<file path="config.mk">
export PLATFORM = sky130hd
export DESIGN_NAME = ppm_ctrl
export DESIGN_NICKNAME = d
export VERILOG_FILES = /design/src/verilog/ppm_pkg.sv /design/src/verilog/ppm_wake.sv /design/src/verilog/ppm_data.sv /design/src/verilog/ppm_ctrl.sv
export SDC_FILE = /design/constraint.sdc
export NUM_CORES = 1
export LEC_CHECK = 0
export BUFFER_PORTS_ARGS = -buffer_cell sky130_fd_sc_hd__buf_4
export CELL_PAD_IN_SITES_DETAIL_PLACEMENT = 1
export CELL_PAD_IN_SITES_GLOBAL_PLACEMENT = 1
export CORE_MARGIN = 2
export CORE_UTILIZATION = 29
export DETAILED_ROUTE_END_ITERATION = 8
export MAX_ROUTING_LAYER = met4
export PLACE_DENSITY = 0.89
export SLEW_MARGIN = 20
export SYNTH_ARGS = -nofsm -noshare
export SYNTH_HDL_FRONTEND = slang
export SYNTH_SLANG_ARGS = --single-unit
</file>
<file path="constraint.sdc">
create_clock -name clk_sys -period 3.9 [get_ports clk_sys]
set_input_delay 0.78 -clock clk_sys [delete_from_list [all_inputs] [get_ports clk_sys]]
set_output_delay 0.78 -clock clk_sys [all_outputs]
set_load 0.01 [all_outputs]
</file>
<file path="src/verilog/ppm_pkg.sv">
package ppm_pkg;
  // configuration-space placement: capability pointer address, then offsets from capability base
  localparam logic [7:0] CAP_PTR_ADDR = 8'h34;
  localparam logic [7:0] CSR_OFFSET = 8'h04;
  localparam logic [7:0] BSE_OFFSET = 8'h06;
  localparam logic [7:0] DATA_OFFSET = 8'h07;
  // control/status field positions
  localparam int PS_LSB = 0;
  localparam int ALLOW_BIT = 8;
  localparam int SEL_LSB = 9;
  localparam int SCALE_LSB = 13;
  localparam int FLAG_BIT = 15;
  // reset values and reserved-bit mask
  localparam logic [1:0] PS_RESET = 2'h0;
  localparam logic [3:0] SEL_RESET = 4'h0;
  localparam logic [1:0] SCALE_NONE = 2'h0;
  localparam logic [7:0] BSE_RESET = 8'h00;
  localparam logic [7:0] DATA_RESET = 8'h00;
  localparam logic [15:0] CSR_RESERVED_MASK = 16'h00fc;
  typedef enum logic [1:0] {
    PPM_D0 = 2'h0,
    PPM_D1 = 2'h1,
    PPM_D2 = 2'h2,
    PPM_D3HOT = 2'h3
  } ppm_pstate_t;
endpackage

</file>
<file path="src/verilog/ppm_wake.sv">
`timescale 1ns/1ps
module ppm_wake (
  input wire logic clk_sys,
  input wire logic rst_n,
  input wire logic ce,
  input wire logic sticky_mode,
  input wire logic wake_event,
  input wire logic clear_flag,
  input wire logic allow_wr,
  input wire logic allow_wdata,
  output logic wake_event_flag,
  output logic wake_event_allow,
  output logic pme_n_oe
);
  logic flag_r;
  logic flag_nxt;
  logic allow_r;
  logic allow_nxt;
  logic init_r;
  logic init_nxt;

  // next values; set beats clear so a clear in the same cycle loses no event
  always_comb begin
    flag_nxt = flag_r;
    allow_nxt = allow_r;
    init_nxt = 1'b1;
    // non-sticky clears bits
    if (!init_r && !sticky_mode) begin
      flag_nxt = 1'b0;
      allow_nxt = 1'b0;
    end else begin
      // write one clears
      if (clear_flag) begin
        flag_nxt = 1'b0;
      end
      // set regardless of allow
      if (wake_event) begin
        flag_nxt = 1'b1;
      end
      if (allow_wr) begin
        allow_nxt = allow_wdata;
      end
    end
  end

  // sticky bits take no value at reset when aux power keeps them
  always_ff @(posedge clk_sys or negedge rst_n) begin
    if (!rst_n) begin
      init_r <= 1'b0;
    end else if (ce) begin
      init_r <= init_nxt;
    end
  end

  always_ff @(posedge clk_sys) begin
    if (ce) begin
      flag_r <= flag_nxt;
      allow_r <= allow_nxt;
    end
  end

  assign wake_event_flag = flag_r;
  assign wake_event_allow = allow_r;
  // pme only when both set
  assign pme_n_oe = flag_r & allow_r & init_r;
endmodule

</file>
<file path="src/verilog/ppm_data.sv">
`timescale 1ns/1ps
module ppm_data (
  input wire logic clk_sys,
  input wire logic rst_n,
  input wire logic ce,
  input wire logic data_impl,
  input wire logic [3:0] data_sel,
  input wire logic [7:0] item_value [16],
  input wire logic [1:0] item_scale [16],
  output logic [7:0] data_value,
  output logic [1:0] data_scale
);
  logic [7:0] value_r;
  logic [7:0] value_nxt;
  logic [1:0] scale_r;
  logic [1:0] scale_nxt;

  // selected item reported
  always_comb begin
    value_nxt = ppm_pkg::DATA_RESET;
    scale_nxt = ppm_pkg::SCALE_NONE;
    if (data_impl) begin
      value_nxt = item_value[data_sel];
      scale_nxt = item_scale[data_sel];
    end
  end

  always_ff @(posedge clk_sys or negedge rst_n) begin
    if (!rst_n) begin
      value_r <= ppm_pkg::DATA_RESET;
      scale_r <= ppm_pkg::SCALE_NONE;
    end else if (ce) begin
      value_r <= value_nxt;
      scale_r <= scale_nxt;
    end
  end

  assign data_value = value_r;
  // scale reads zero without data
  assign data_scale = data_impl ? scale_r : ppm_pkg::SCALE_NONE;
endmodule

</file>
<file path="src/verilog/ppm_ctrl.sv">
`timescale 1ns/1ps
// What this block does
// wake flag sets on any wake event; without sticky_mode an event in the first ce cycle after reset is dropped
// writing one clears flag, zero ignored
// pme driven only while allow set
// sticky across d3cold, else reset zero
// two-bit scale field, zero without data
// four-bit selector, zero without data
// power state encoding d0 to d3hot
// unsupported state write is discarded
// software writes reserved bits as zero
// control word at capability base plus four
// bridge byte at plus six reads zero
// data byte reports selected scaled item
// pme asserted when flag and allow, once init_r sets at the first ce edge after reset
module ppm_ctrl (
  input wire logic clk_sys,
  input wire logic rst_n,
  input wire logic ce,
  input wire logic sticky_mode,
  input wire logic d1_support,
  input wire logic d2_support,
  input wire logic data_impl,
  input wire logic [7:0] cap_base,
  input wire logic cfg_rd,
  input wire logic cfg_wr,
  input wire logic [7:0] cfg_addr,
  input wire logic [3:0] cfg_be,
  input wire logic [31:0] cfg_wdata,
  output logic [31:0] cfg_rdata,
  output logic cfg_hit,
  input wire logic wake_event,
  input wire logic [7:0] item_value [16],
  input wire logic [1:0] item_scale [16],
  output logic [1:0] power_state_field,
  output logic pme_n_o,
  output logic pme_n_oe
);
  logic [1:0] ps_r;
  logic [1:0] ps_nxt;
  logic [3:0] sel_r;
  logic [3:0] sel_nxt;
  logic [31:0] rdata_r;
  logic [31:0] rdata_nxt;
  logic wake_event_flag;
  logic wake_event_allow;
  logic [1:0] data_scale;
  logic [7:0] data_value;
  logic [7:0] csr_addr;
  logic dword_hit;
  logic lo_wr;
  logic hi_wr;
  logic clear_flag;
  logic allow_wr;
  logic [15:0] csr_word;

  // checks whether a requested state is implemented
  function automatic logic state_ok(input logic [1:0] s, input logic d1,
                                    input logic d2);
    case (s)
      ppm_pkg::PPM_D1: state_ok = d1;
      ppm_pkg::PPM_D2: state_ok = d2;
      default: state_ok = 1'b1;
    endcase
  endfunction

  // decode word at base plus four
  assign csr_addr = cap_base + ppm_pkg::CSR_OFFSET;
  assign dword_hit = (cfg_addr[7:2] == csr_addr[7:2]);
  assign cfg_hit = dword_hit & (cfg_rd | cfg_wr);
  assign lo_wr = cfg_wr & dword_hit & cfg_be[0];
  assign hi_wr = cfg_wr & dword_hit & cfg_be[1];
  // write one clears flag
  assign clear_flag = hi_wr & cfg_wdata[ppm_pkg::FLAG_BIT];
  assign allow_wr = hi_wr;

  ppm_wake u_wake (
    .clk_sys(clk_sys),
    .rst_n(rst_n),
    .ce(ce),
    .sticky_mode(sticky_mode),
    .wake_event(wake_event),
    .clear_flag(clear_flag),
    .allow_wr(allow_wr),
    .allow_wdata(cfg_wdata[ppm_pkg::ALLOW_BIT]),
    .wake_event_flag(wake_event_flag),
    .wake_event_allow(wake_event_allow),
    .pme_n_oe(pme_n_oe)
  );

  ppm_data u_data (
    .clk_sys(clk_sys),
    .rst_n(rst_n),
    .ce(ce),
    .data_impl(data_impl),
    .data_sel(sel_r),
    .item_value(item_value),
    .item_scale(item_scale),
    .data_value(data_value),
    .data_scale(data_scale)
  );

  // power state and selector updates
  always_comb begin
    ps_nxt = ps_r;
    sel_nxt = sel_r;
    // unsupported state dropped
    if (lo_wr && state_ok(cfg_wdata[1:0], d1_support, d2_support)) begin
      ps_nxt = cfg_wdata[1:0];
    end
    // selector writable only with data
    if (hi_wr && data_impl) begin
      sel_nxt = cfg_wdata[12:9];
    end
  end

  always_ff @(posedge clk_sys or negedge rst_n) begin
    if (!rst_n) begin
      ps_r <= ppm_pkg::PS_RESET;
      sel_r <= ppm_pkg::SEL_RESET;
    end else if (ce) begin
      ps_r <= ps_nxt;
      sel_r <= sel_nxt;
    end
  end

  // reserved bits 7..2 always read zero
  always_comb begin
    csr_word = '0;
    csr_word[ppm_pkg::FLAG_BIT] = wake_event_flag;
    // scale read-only
    csr_word[14:13] = data_scale;
    csr_word[12:9] = data_impl ? sel_r : ppm_pkg::SEL_RESET;
    csr_word[ppm_pkg::ALLOW_BIT] = wake_event_allow;
    csr_word[1:0] = ps_r;
  end

  // read data registered one cycle after the read strobe
  always_comb begin
    rdata_nxt = rdata_r;
    if (cfg_rd) begin
      rdata_nxt = '0;
      if (dword_hit) begin
        // bridge byte reads zero
        rdata_nxt = {data_value, ppm_pkg::BSE_RESET, csr_word};
      end
    end
  end

  always_ff @(posedge clk_sys or negedge rst_n) begin
    if (!rst_n) begin
      rdata_r <= '0;
    end else if (ce) begin
      rdata_r <= rdata_nxt;
    end
  end

  assign cfg_rdata = rdata_r;
  assign power_state_field = ps_r;
  // open-drain: low level only, enable carries the request
  assign pme_n_o = 1'b0;
endmodule

</file>
# Word-level counts from Yosys, hierarchy flattened
# Index checks and enable logic that the tools add are counted.
[totals] reg_bits=51 word_cells=49
[op_classes] n_addsub=1 order_cmp=1 eq_ne=3 muxes=15 n_bitwise=9 reduce_logical=12
[op_table] cell="binary-select mux 8 bit (select 4 bit)" count=1
[op_table] cell="two-way mux 32 bit" count=1
[op_table] cell="two-way mux 8 bit" count=3
[op_table] cell="AND reduction 2 bit" count=5
[op_table] cell="adder 8 x 3 -> 8 bit, second input constant" count=1
[op_table] cell="binary-select mux 2 bit (select 4 bit)" count=1
[op_table] cell="two-way mux 2 bit" count=4
[op_table] cell="AND 1 bit" count=7
[op_table] cell="equality test 6 bit" count=1
[op_table] cell=">= comparator 5 bit, second input constant" count=1
[op_table] cell="NOT 4 -> 5 bit" count=1
[op_table] cell="two-way mux 4 bit" count=1
[op_table] cell="logical AND 1 bit" count=3
[op_table] cell="two-way mux 1 bit" count=3
[op_table] cell="nonzero test 3 bit" count=1
[op_table] cell="equality test 2 x 1 -> 1 bit, second input constant" count=1
[op_table] cell="equality test 2 bit, second input constant" count=1
[op_table] cell="logical NOT 1 bit" count=2
[op_table] cell="one-hot mux 1 bit (2 select lines)" count=1
[op_table] cell="nonzero test 2 bit" count=1
[op_table] cell="bitwise OR 1 bit" count=1

# Logic depth before layout (Yosys ltp)
# Gate-level depths: netlist of run 1.
[depth] word_depth=7 ltp_mapped=7 mapped_depth_nobuf=6

# Modules after synthesis
# A second synthesis of run 1 with hierarchy kept.
[unflattened] hier_cells=361 area_unflattened_um2=3239.4
[modules_own_cells] module="ppm_data" n_inst=1 cells_per_inst=207 area_each_um2=1795.5 seq_area_each_um2=250.2
[modules_own_cells] module="ppm_ctrl" n_inst=1 cells_per_inst=144 area_each_um2=1311.3 seq_area_each_um2=600.6
[modules_own_cells] module="ppm_wake" n_inst=1 cells_per_inst=10 area_each_um2=132.6 seq_area_each_um2=85.1

# Worst setup path before layout of run 1
# OpenSTA, ideal clock, no wires.
[synth_path] kind="input port to output port" startpoint="in cap_base[2]" endpoint="out cfg_hit" arrival_ns=2.081 t_required_ns=3.120 path_slack_ns=1.039 cell_stages=7 path_cell_list="ha_1 -> xor2_1 -> a211oi_1 -> and4b_2 -> nand2_1 -> buf_6 -> nor2_1"
[synth_via] elab_chain_len=3
[synth_rtl] item="start: declaration" line="ppm_ctrl.sv:24" rtl="input wire logic [7:0] cap_base,"
[synth_rtl] item="adder 8 x 3 -> 8 bit" line="ppm_ctrl.sv:68" rtl="assign csr_addr = cap_base + ppm_pkg::CSR_OFFSET;"
[synth_rtl] item="equality test 6 bit" line="ppm_ctrl.sv:69" rtl="assign dword_hit = (cfg_addr[7:2] == csr_addr[7:2]);"
[synth_rtl] item="AND 1 bit" line="ppm_ctrl.sv:70" rtl="assign cfg_hit = dword_hit & (cfg_rd | cfg_wr);"
[synth_rtl] item="end: declaration" line="ppm_ctrl.sv:31" rtl="output logic cfg_hit,"
# Every way passes these cells.

# Worst setup path after layout of run 1
# Same ends and word-level chain as after synthesis.

==> results.py, run 1 <==
metrics = {
    "synthesis": {
        "synth.most_common_cell": "mux4_2",
        "seq_area_frac_synth_pct": 30.9,
        "yosys.cell_types.count": 39,
        "ys_top_cells_by_count": "mux4_2 (40), dfrtp_1 (35), nand2_1 (32)",
        "yosys.area.top_type_share_pct": 29.8,
        "netlist_instances": 259,
        "synth_edf_count": 2,
        "synth.avg_cell_area_um2": 11.7,
        "yosysTopAreaCell": "mux4_2",
        "synth_ff_type": "dfrtp_1",
        "synth_seq_cells": 37,
        "ys_warn_count": 0,
        "ys_async_sr_fraction_pct": 94.6,
        "syn_area_um2": 3030,
        "synthTopCellsByArea": "mux4_2 (30%), dfrtp_1 (29%), mux2i_1 (6.6%), nand2_1 (4.0%), buf_4 (3.7%)",
    },
    "timing": {
        "period_minus_slack_ps": 3040,
        "finalHoldWorstSlack_ps": 431,
        "setup_slack_ps": 858,
        "relSlewSlack_pct": 36.4,
        "rsz0062_at_grt": "no",
        "clock_skew_ps": 6.53,
        "tightest_slew_ps": 954,
        "slew_violations": 0,
        "finalSetupViolCount": 0,
        "min_period_over_period_pct": 78.0,
        "hold_viol_final": 0,
        "fmax_ghz": 0.329,
        "fin_tns_setup_ps": 0,
    },
    "global_route": {
        "grt_max_degree": 36,
        "global_route.usage.met1_pct": 23.6,
        "track_usage_pct": 20.8,
        "gr-max-usage-layer": "met2",
        "grt_overflow": 0,
        "antenna_found_initial": 0,
        "grt_pass1_wl_um": 17400,
        "met3_usage_pct": 3.00,
        "grt_pass1_vias": 3331,
        "met2_usage_pct": 37.5,
    },
    "setup_path": {
        "worstSetupPathType": "in -> out",
        "r2r-end": "u_data.data_value[4]$_DFFE_PN0P_",
        "start_kind": "input port",
        "cp-endpoint": "cfg_hit",
        "r2r_slack_ps": 1430,
        "critPathMaxFanout": 4,
        "worst_setup_path_end_kind": "primary output",
        "cp.required_ps": 3120,
        "cp.arrival_ps": 2260,
        "r2r_cells": 4,
        "critPathLaunch": "cap_base[2]",
        "r2r_start": "sel_r[0]$_DFFE_PN0P_",
    },
    "finish": {
        "area_growth_pct": 58.4,
        "final_cells": 597,
        "fin_util_pct": 46.9,
        "fin_nets": 685,
        "fin_area_um2": 4790,
        "drive_above_1_share_pct": 59.2,
        "antenna_cells": 0,
    },
    "power": {
        "leakagePower_nw": 2.14,
        "finalPower_mw": 1.17,
        "power.density_nw_per_um2": 245,
        "max-vdd-ir-drop_uv": 123,
    },
    "floorplan": {
        "die_w_um": 106,
        "die_h_um": 106,
        "io_pins": 259,
        "dieArea_um2": 11300,
        "row_count": 37,
        "start_util_pct": 29.6,
        "coreArea_um2": 10200,
    },
    "place": {
        "place_area_um2": 4660,
        "dp_cells": 589,
        "hpwl_um": 9810,
        "gp_congestion": 0.812,
        "portBuffers": 213,
        "place_ws_ps": 852,
    },
    "clock_network": {
        "cts_htree_levels": 2,
        "cts_made_buffers": 5,
        "cts_hold_buf": 0,
        "cts_tree": "yes",
        "cts.sinks": 37,
        "ctsLongestPathBuffers": 2,
        "worstSkewPairLatency_ps": 290,
        "path_clk_slew_ps": 70,
        "cts-root-buf": "clkbuf_8",
        "cts_resized": 0,
        "cts_setup_buffers": 0,
    },
    "outcome": {
        "outcome": "finished, final reports clean",
    },
    "detailed_routing": {
        "drt_iter0_drc": 98,
        "viasPerCell": 4.96,
        "drc": 0,
        "detailedRoute.firstPassIterationCount": 4,
        "wl_per_cell_um": 19.2,
        "totalWireLength_um": 11500,
        "postRouteAntennaNets": 0,
        "dr_total_vias": 2961,
    },
    "min_path": {
        "hold_class": "in -> async",
    },
    "run": {
        "cap_violations": 0,
    },
}
==> placed cells by master, fill, tap and decap left out, drive strengths merged <==
| cell | n |
|---|---|
| clkinv | 1 |
| a31oi | 2 |
| mux2i | 20 |
| nor2 | 4 |
| nand3b | 1 |
| nand2b | 12 |
| and2 | 1 |
| o21ai | 20 |
| mux2 | 6 |
| o221ai | 10 |
| nor2b | 2 |
| dfrtp | 35 |
| a211oi | 1 |
| o21bai | 1 |
| nand3 | 10 |
| bufinv | 2 |
| edfxtp | 2 |
| nand4 | 3 |
| clkbuf | 5 |
| a21oi | 1 |
| conb | 15 |
| and4b | 1 |
| mux4 | 40 |
| nand2 | 32 |
| a32o | 1 |
| buf | 216 |
| xnor2 | 3 |
| a221oi | 1 |
| ha | 3 |
| xor2 | 3 |
| or2 | 1 |
| and3 | 3 |
| inv | 3 |
==> layer usage <==
layer  vias up  wire length (um)
met5         -                 0
met4         0               291
met3        22               557
met2       121              6350
met1      1449              4280
li1       1369                 -
==> cell families (layout without fill, tap and decap cells) <==
logic type,after synthesis,after routing,share of synthesized area (%)
flip-flops,37,37,30.9
AO/OA/AOI/OAI,37,37,8.11
XOR/XNOR,6,6,1.74
AND/OR/NAND/NOR,70,70,11.8
other,1,15,0.124
multiplexers,66,66,38.6
buffers and inverters,39,227,7.44
adder cells (fa/ha/maj),3,3,1.24
==> report_power, final <==
group	internal (mW)	switching [mW]	leakage, nW	total (mW)
Sequential	0.401	0.0290	0.487	0.430
Clock	0.254	0.139	0.0681	0.393
Combinational	0.227	0.125	1.59	0.352
Total	0.882	0.293	2.14	1.17
==> state kept, by name, summed over array words and instances, names as in the netlist <==
| name | cells |
|---|---|
| cfg_rdata | 18 |
| u_data.data_value | 8 |
| sel_r | 4 |
| power_state_field | 2 |
| u_data.scale_r | 2 |
| u_wake.init_r | 1 |
| u_wake.wake_event_allow | 1 |
| u_wake.wake_event_flag | 1 |
==> worst max-delay path, cell delays in order <==
cell      delay, ps
buf_4           120
ha_1            310
xor2_1          170
a211oi_1        180
and4b_2         340
nand2_1          90
nor2_1          140
buf_4           130
==> final cells by class <==
type	instances	area, um2
inverters	3	11.3
clock buffers	5	68.8
clock inverters	3	65.1
multi-input cells	197	1920
well taps	136	170
flip-flops and latches	37	940
fillers	1149	5440
repair buffers	216	1620
==> worst min path at each step <==
stage | endpoint | startpoint | slack [ps] | cells after the start
after CTS | cfg_rdata[31]$_DFFE_PN0P_ | rst_n | 450 | 1
after detailed placement | cfg_rdata[1]$_DFFE_PN0P_ | cfg_rdata[1]$_DFFE_PN0P_ | 470 | 2
after global placement | cfg_rdata[14]$_DFFE_PN0P_ | cfg_rdata[14]$_DFFE_PN0P_ | 470 | 2
after global routing | cfg_rdata[31]$_DFFE_PN0P_ | rst_n | 460 | 1
after floorplan | u_wake.init_r$_DFFE_PN0P_ | u_wake.init_r$_DFFE_PN0P_ | 460 | 1
final | power_state_field[0]$_DFFE_PN0P_ | rst_n | 430 | 1
Power figures use the tool's default switching activity.
==> run 2, diff against run 1 <==
Settings changed: CORE_UTILIZATION 29 to 25, PLACE_DENSITY 0.89 to 0.82.
Clock period 3.9 ns to 2.56 ns, I/O delays scaled along.
==> results.py, run 2 (synthesis gave the netlist of run 1 again) <==
metrics = {
    "setup_path": {
        "cp.arrival_ps": 1880,
        "start_kind": "input port",
        "worst_setup_path_end_kind": "primary output",
        "worstSetupPathType": "in -> out",
        "critPathMaxFanout": 3,
        "cp.required_ps": 2050,
    },
    "detailed_routing": {
        "viasPerCell": 4.89,
        "dr_total_vias": 2988,
        "wl_per_cell_um": 19.0,
        "totalWireLength_um": 11600,
        "drc": 0,
        "postRouteAntennaNets": 0,
        "drt_iter0_drc": 98,
        "detailedRoute.firstPassIterationCount": 4,
    },
    "global_route": {
        "grt_pass1_wl_um": 17700,
        "grt_pass1_vias": 3313,
        "grt_max_degree": 43,
        "grt_overflow": 0,
        "track_usage_pct": 18.2,
        "antenna_found_initial": 0,
    },
    "timing": {
        "period_minus_slack_ps": 2390,
        "finalSetupViolCount": 0,
        "hold_viol_final": 0,
        "clock_skew_ps": 4.02,
        "fin_tns_setup_ps": 0,
        "setup_slack_ps": 168,
        "fmax_ghz": 0.418,
        "relSlewSlack_pct": 37.5,
        "min_period_over_period_pct": 93.4,
        "rsz0062_at_grt": "no",
        "slew_violations": 0,
        "tightest_slew_ps": 938,
    },
    "outcome": {
        "outcome": "finished, final reports clean",
    },
    "finish": {
        "antenna_cells": 0,
        "final_cells": 611,
        "area_growth_pct": 61.2,
        "final_common_cell": "buf_4",
        "largest_register_ffs": 18,
        "fillCellCount": 1380,
        "multiInputGateArea_um2": 1920,
        "fin_nets": 688,
        "layout_common_cells": "buf_4 (218), mux4_2 (40), dfrtp_1 (33)",
        "drive_above_1_share_pct": 59.3,
        "regArea_um2": 938,
    },
    "power": {
        "max-vdd-ir-drop_uv": 187,
        "power.density_nw_per_um2": 390,
        "leakagePower_nw": 2.17,
    },
    "place": {
        "hpwl_um": 9870,
        "portBuffers": 213,
        "gp_congestion": 0.819,
        "dp_cells": 603,
        "place_ws_ps": 168,
    },
    "clock_network": {
        "cts_hold_buf": 0,
        "cts.sinks": 37,
        "path_clk_slew_ps": 60,
        "worstSkewPairLatency_ps": 280,
        "ctsLongestPathBuffers": 2,
        "cts_tree": "yes",
        "cts_resized": 0,
        "cts_made_buffers": 5,
        "cts_setup_buffers": 0,
        "cts_htree_levels": 2,
        "cts-root-buf": "clkbuf_16",
    },
    "floorplan": {
        "coreArea_um2": 11900,
        "row_count": 40,
        "dieArea_um2": 13000,
        "start_util_pct": 25.4,
        "die_w_um": 114,
        "die_h_um": 114,
        "io_pins": 259,
    },
    "min_path": {
        "hold_class": "in -> async",
    },
    "run": {
        "cap_violations": 0,
    },
}
==> run 2: stage by stage <==
step	util [%]	hold WS [ps]	power [mW]	cell area (um2)
after global routing	41.0	217	2.00	4880
after detailed placement	39.5	476	1.22	4710
final	41.0	190	1.90	4880
after CTS	41.0	205	1.92	4880
after global placement	39.5	469	1.20	4710
after floorplan	-	216	0.912	3080
==> run 2: layer usage <==
metal  track usage (%)  share of wire, %  vias up
met5                 -                 0        -
met4              3.74               1.5        0
met3              2.34               4.6       14
met2              32.5                55      132
met1              21.9                39     1467
li1                  -                 -     1375
==> run 2: critical path: stages <==
cell      delay (ps)
buf_4            130
ha_1             320
xor2_1           180
a211oi_1         170
and4b_2          260
nand2_1           80
nor2_1           120
buf_4            120
==> run 2: worst paths after layout <==
check	from	endpoint	slack (ps)	depth (start not counted)
setup / recovery	cap_base[2]	cfg_hit	170	8
hold reg to reg	cfg_rdata[15]$_DFFE_PN0P_	cfg_rdata[15]$_DFFE_PN0P_	480	2
min in group clk_sys	cfg_wdata[11]	sel_r[2]$_DFFE_PN0P_	450	2
setup reg to reg	sel_r[1]$_DFFE_PN0P_	u_data.data_value[4]$_DFFE_PN0P_	500	3
hold / removal	rst_n	cfg_rdata[15]$_DFFE_PN0P_	190	1
max in group asynchronous	rst_n	sel_r[0]$_DFFE_PN0P_	2010	1
==> run 2: power breakdown <==
group	total, mW	switching [mW]	internal (mW)	leakage (nW)
Sequential	0.644	0.0322	0.611	0.488
Combinational	0.556	0.204	0.351	1.61
Clock	0.703	0.243	0.461	0.0800
==> run 2: final cells by class <==
cell class,instances,share of cell area [%]
timing repair buffer,219,34.0
tap,147,3.77
clock inverter,3,0.949
multi-input combinational,197,39.3
clock buffer,5,2.56
inverter,3,0.231
sequential,37,19.2
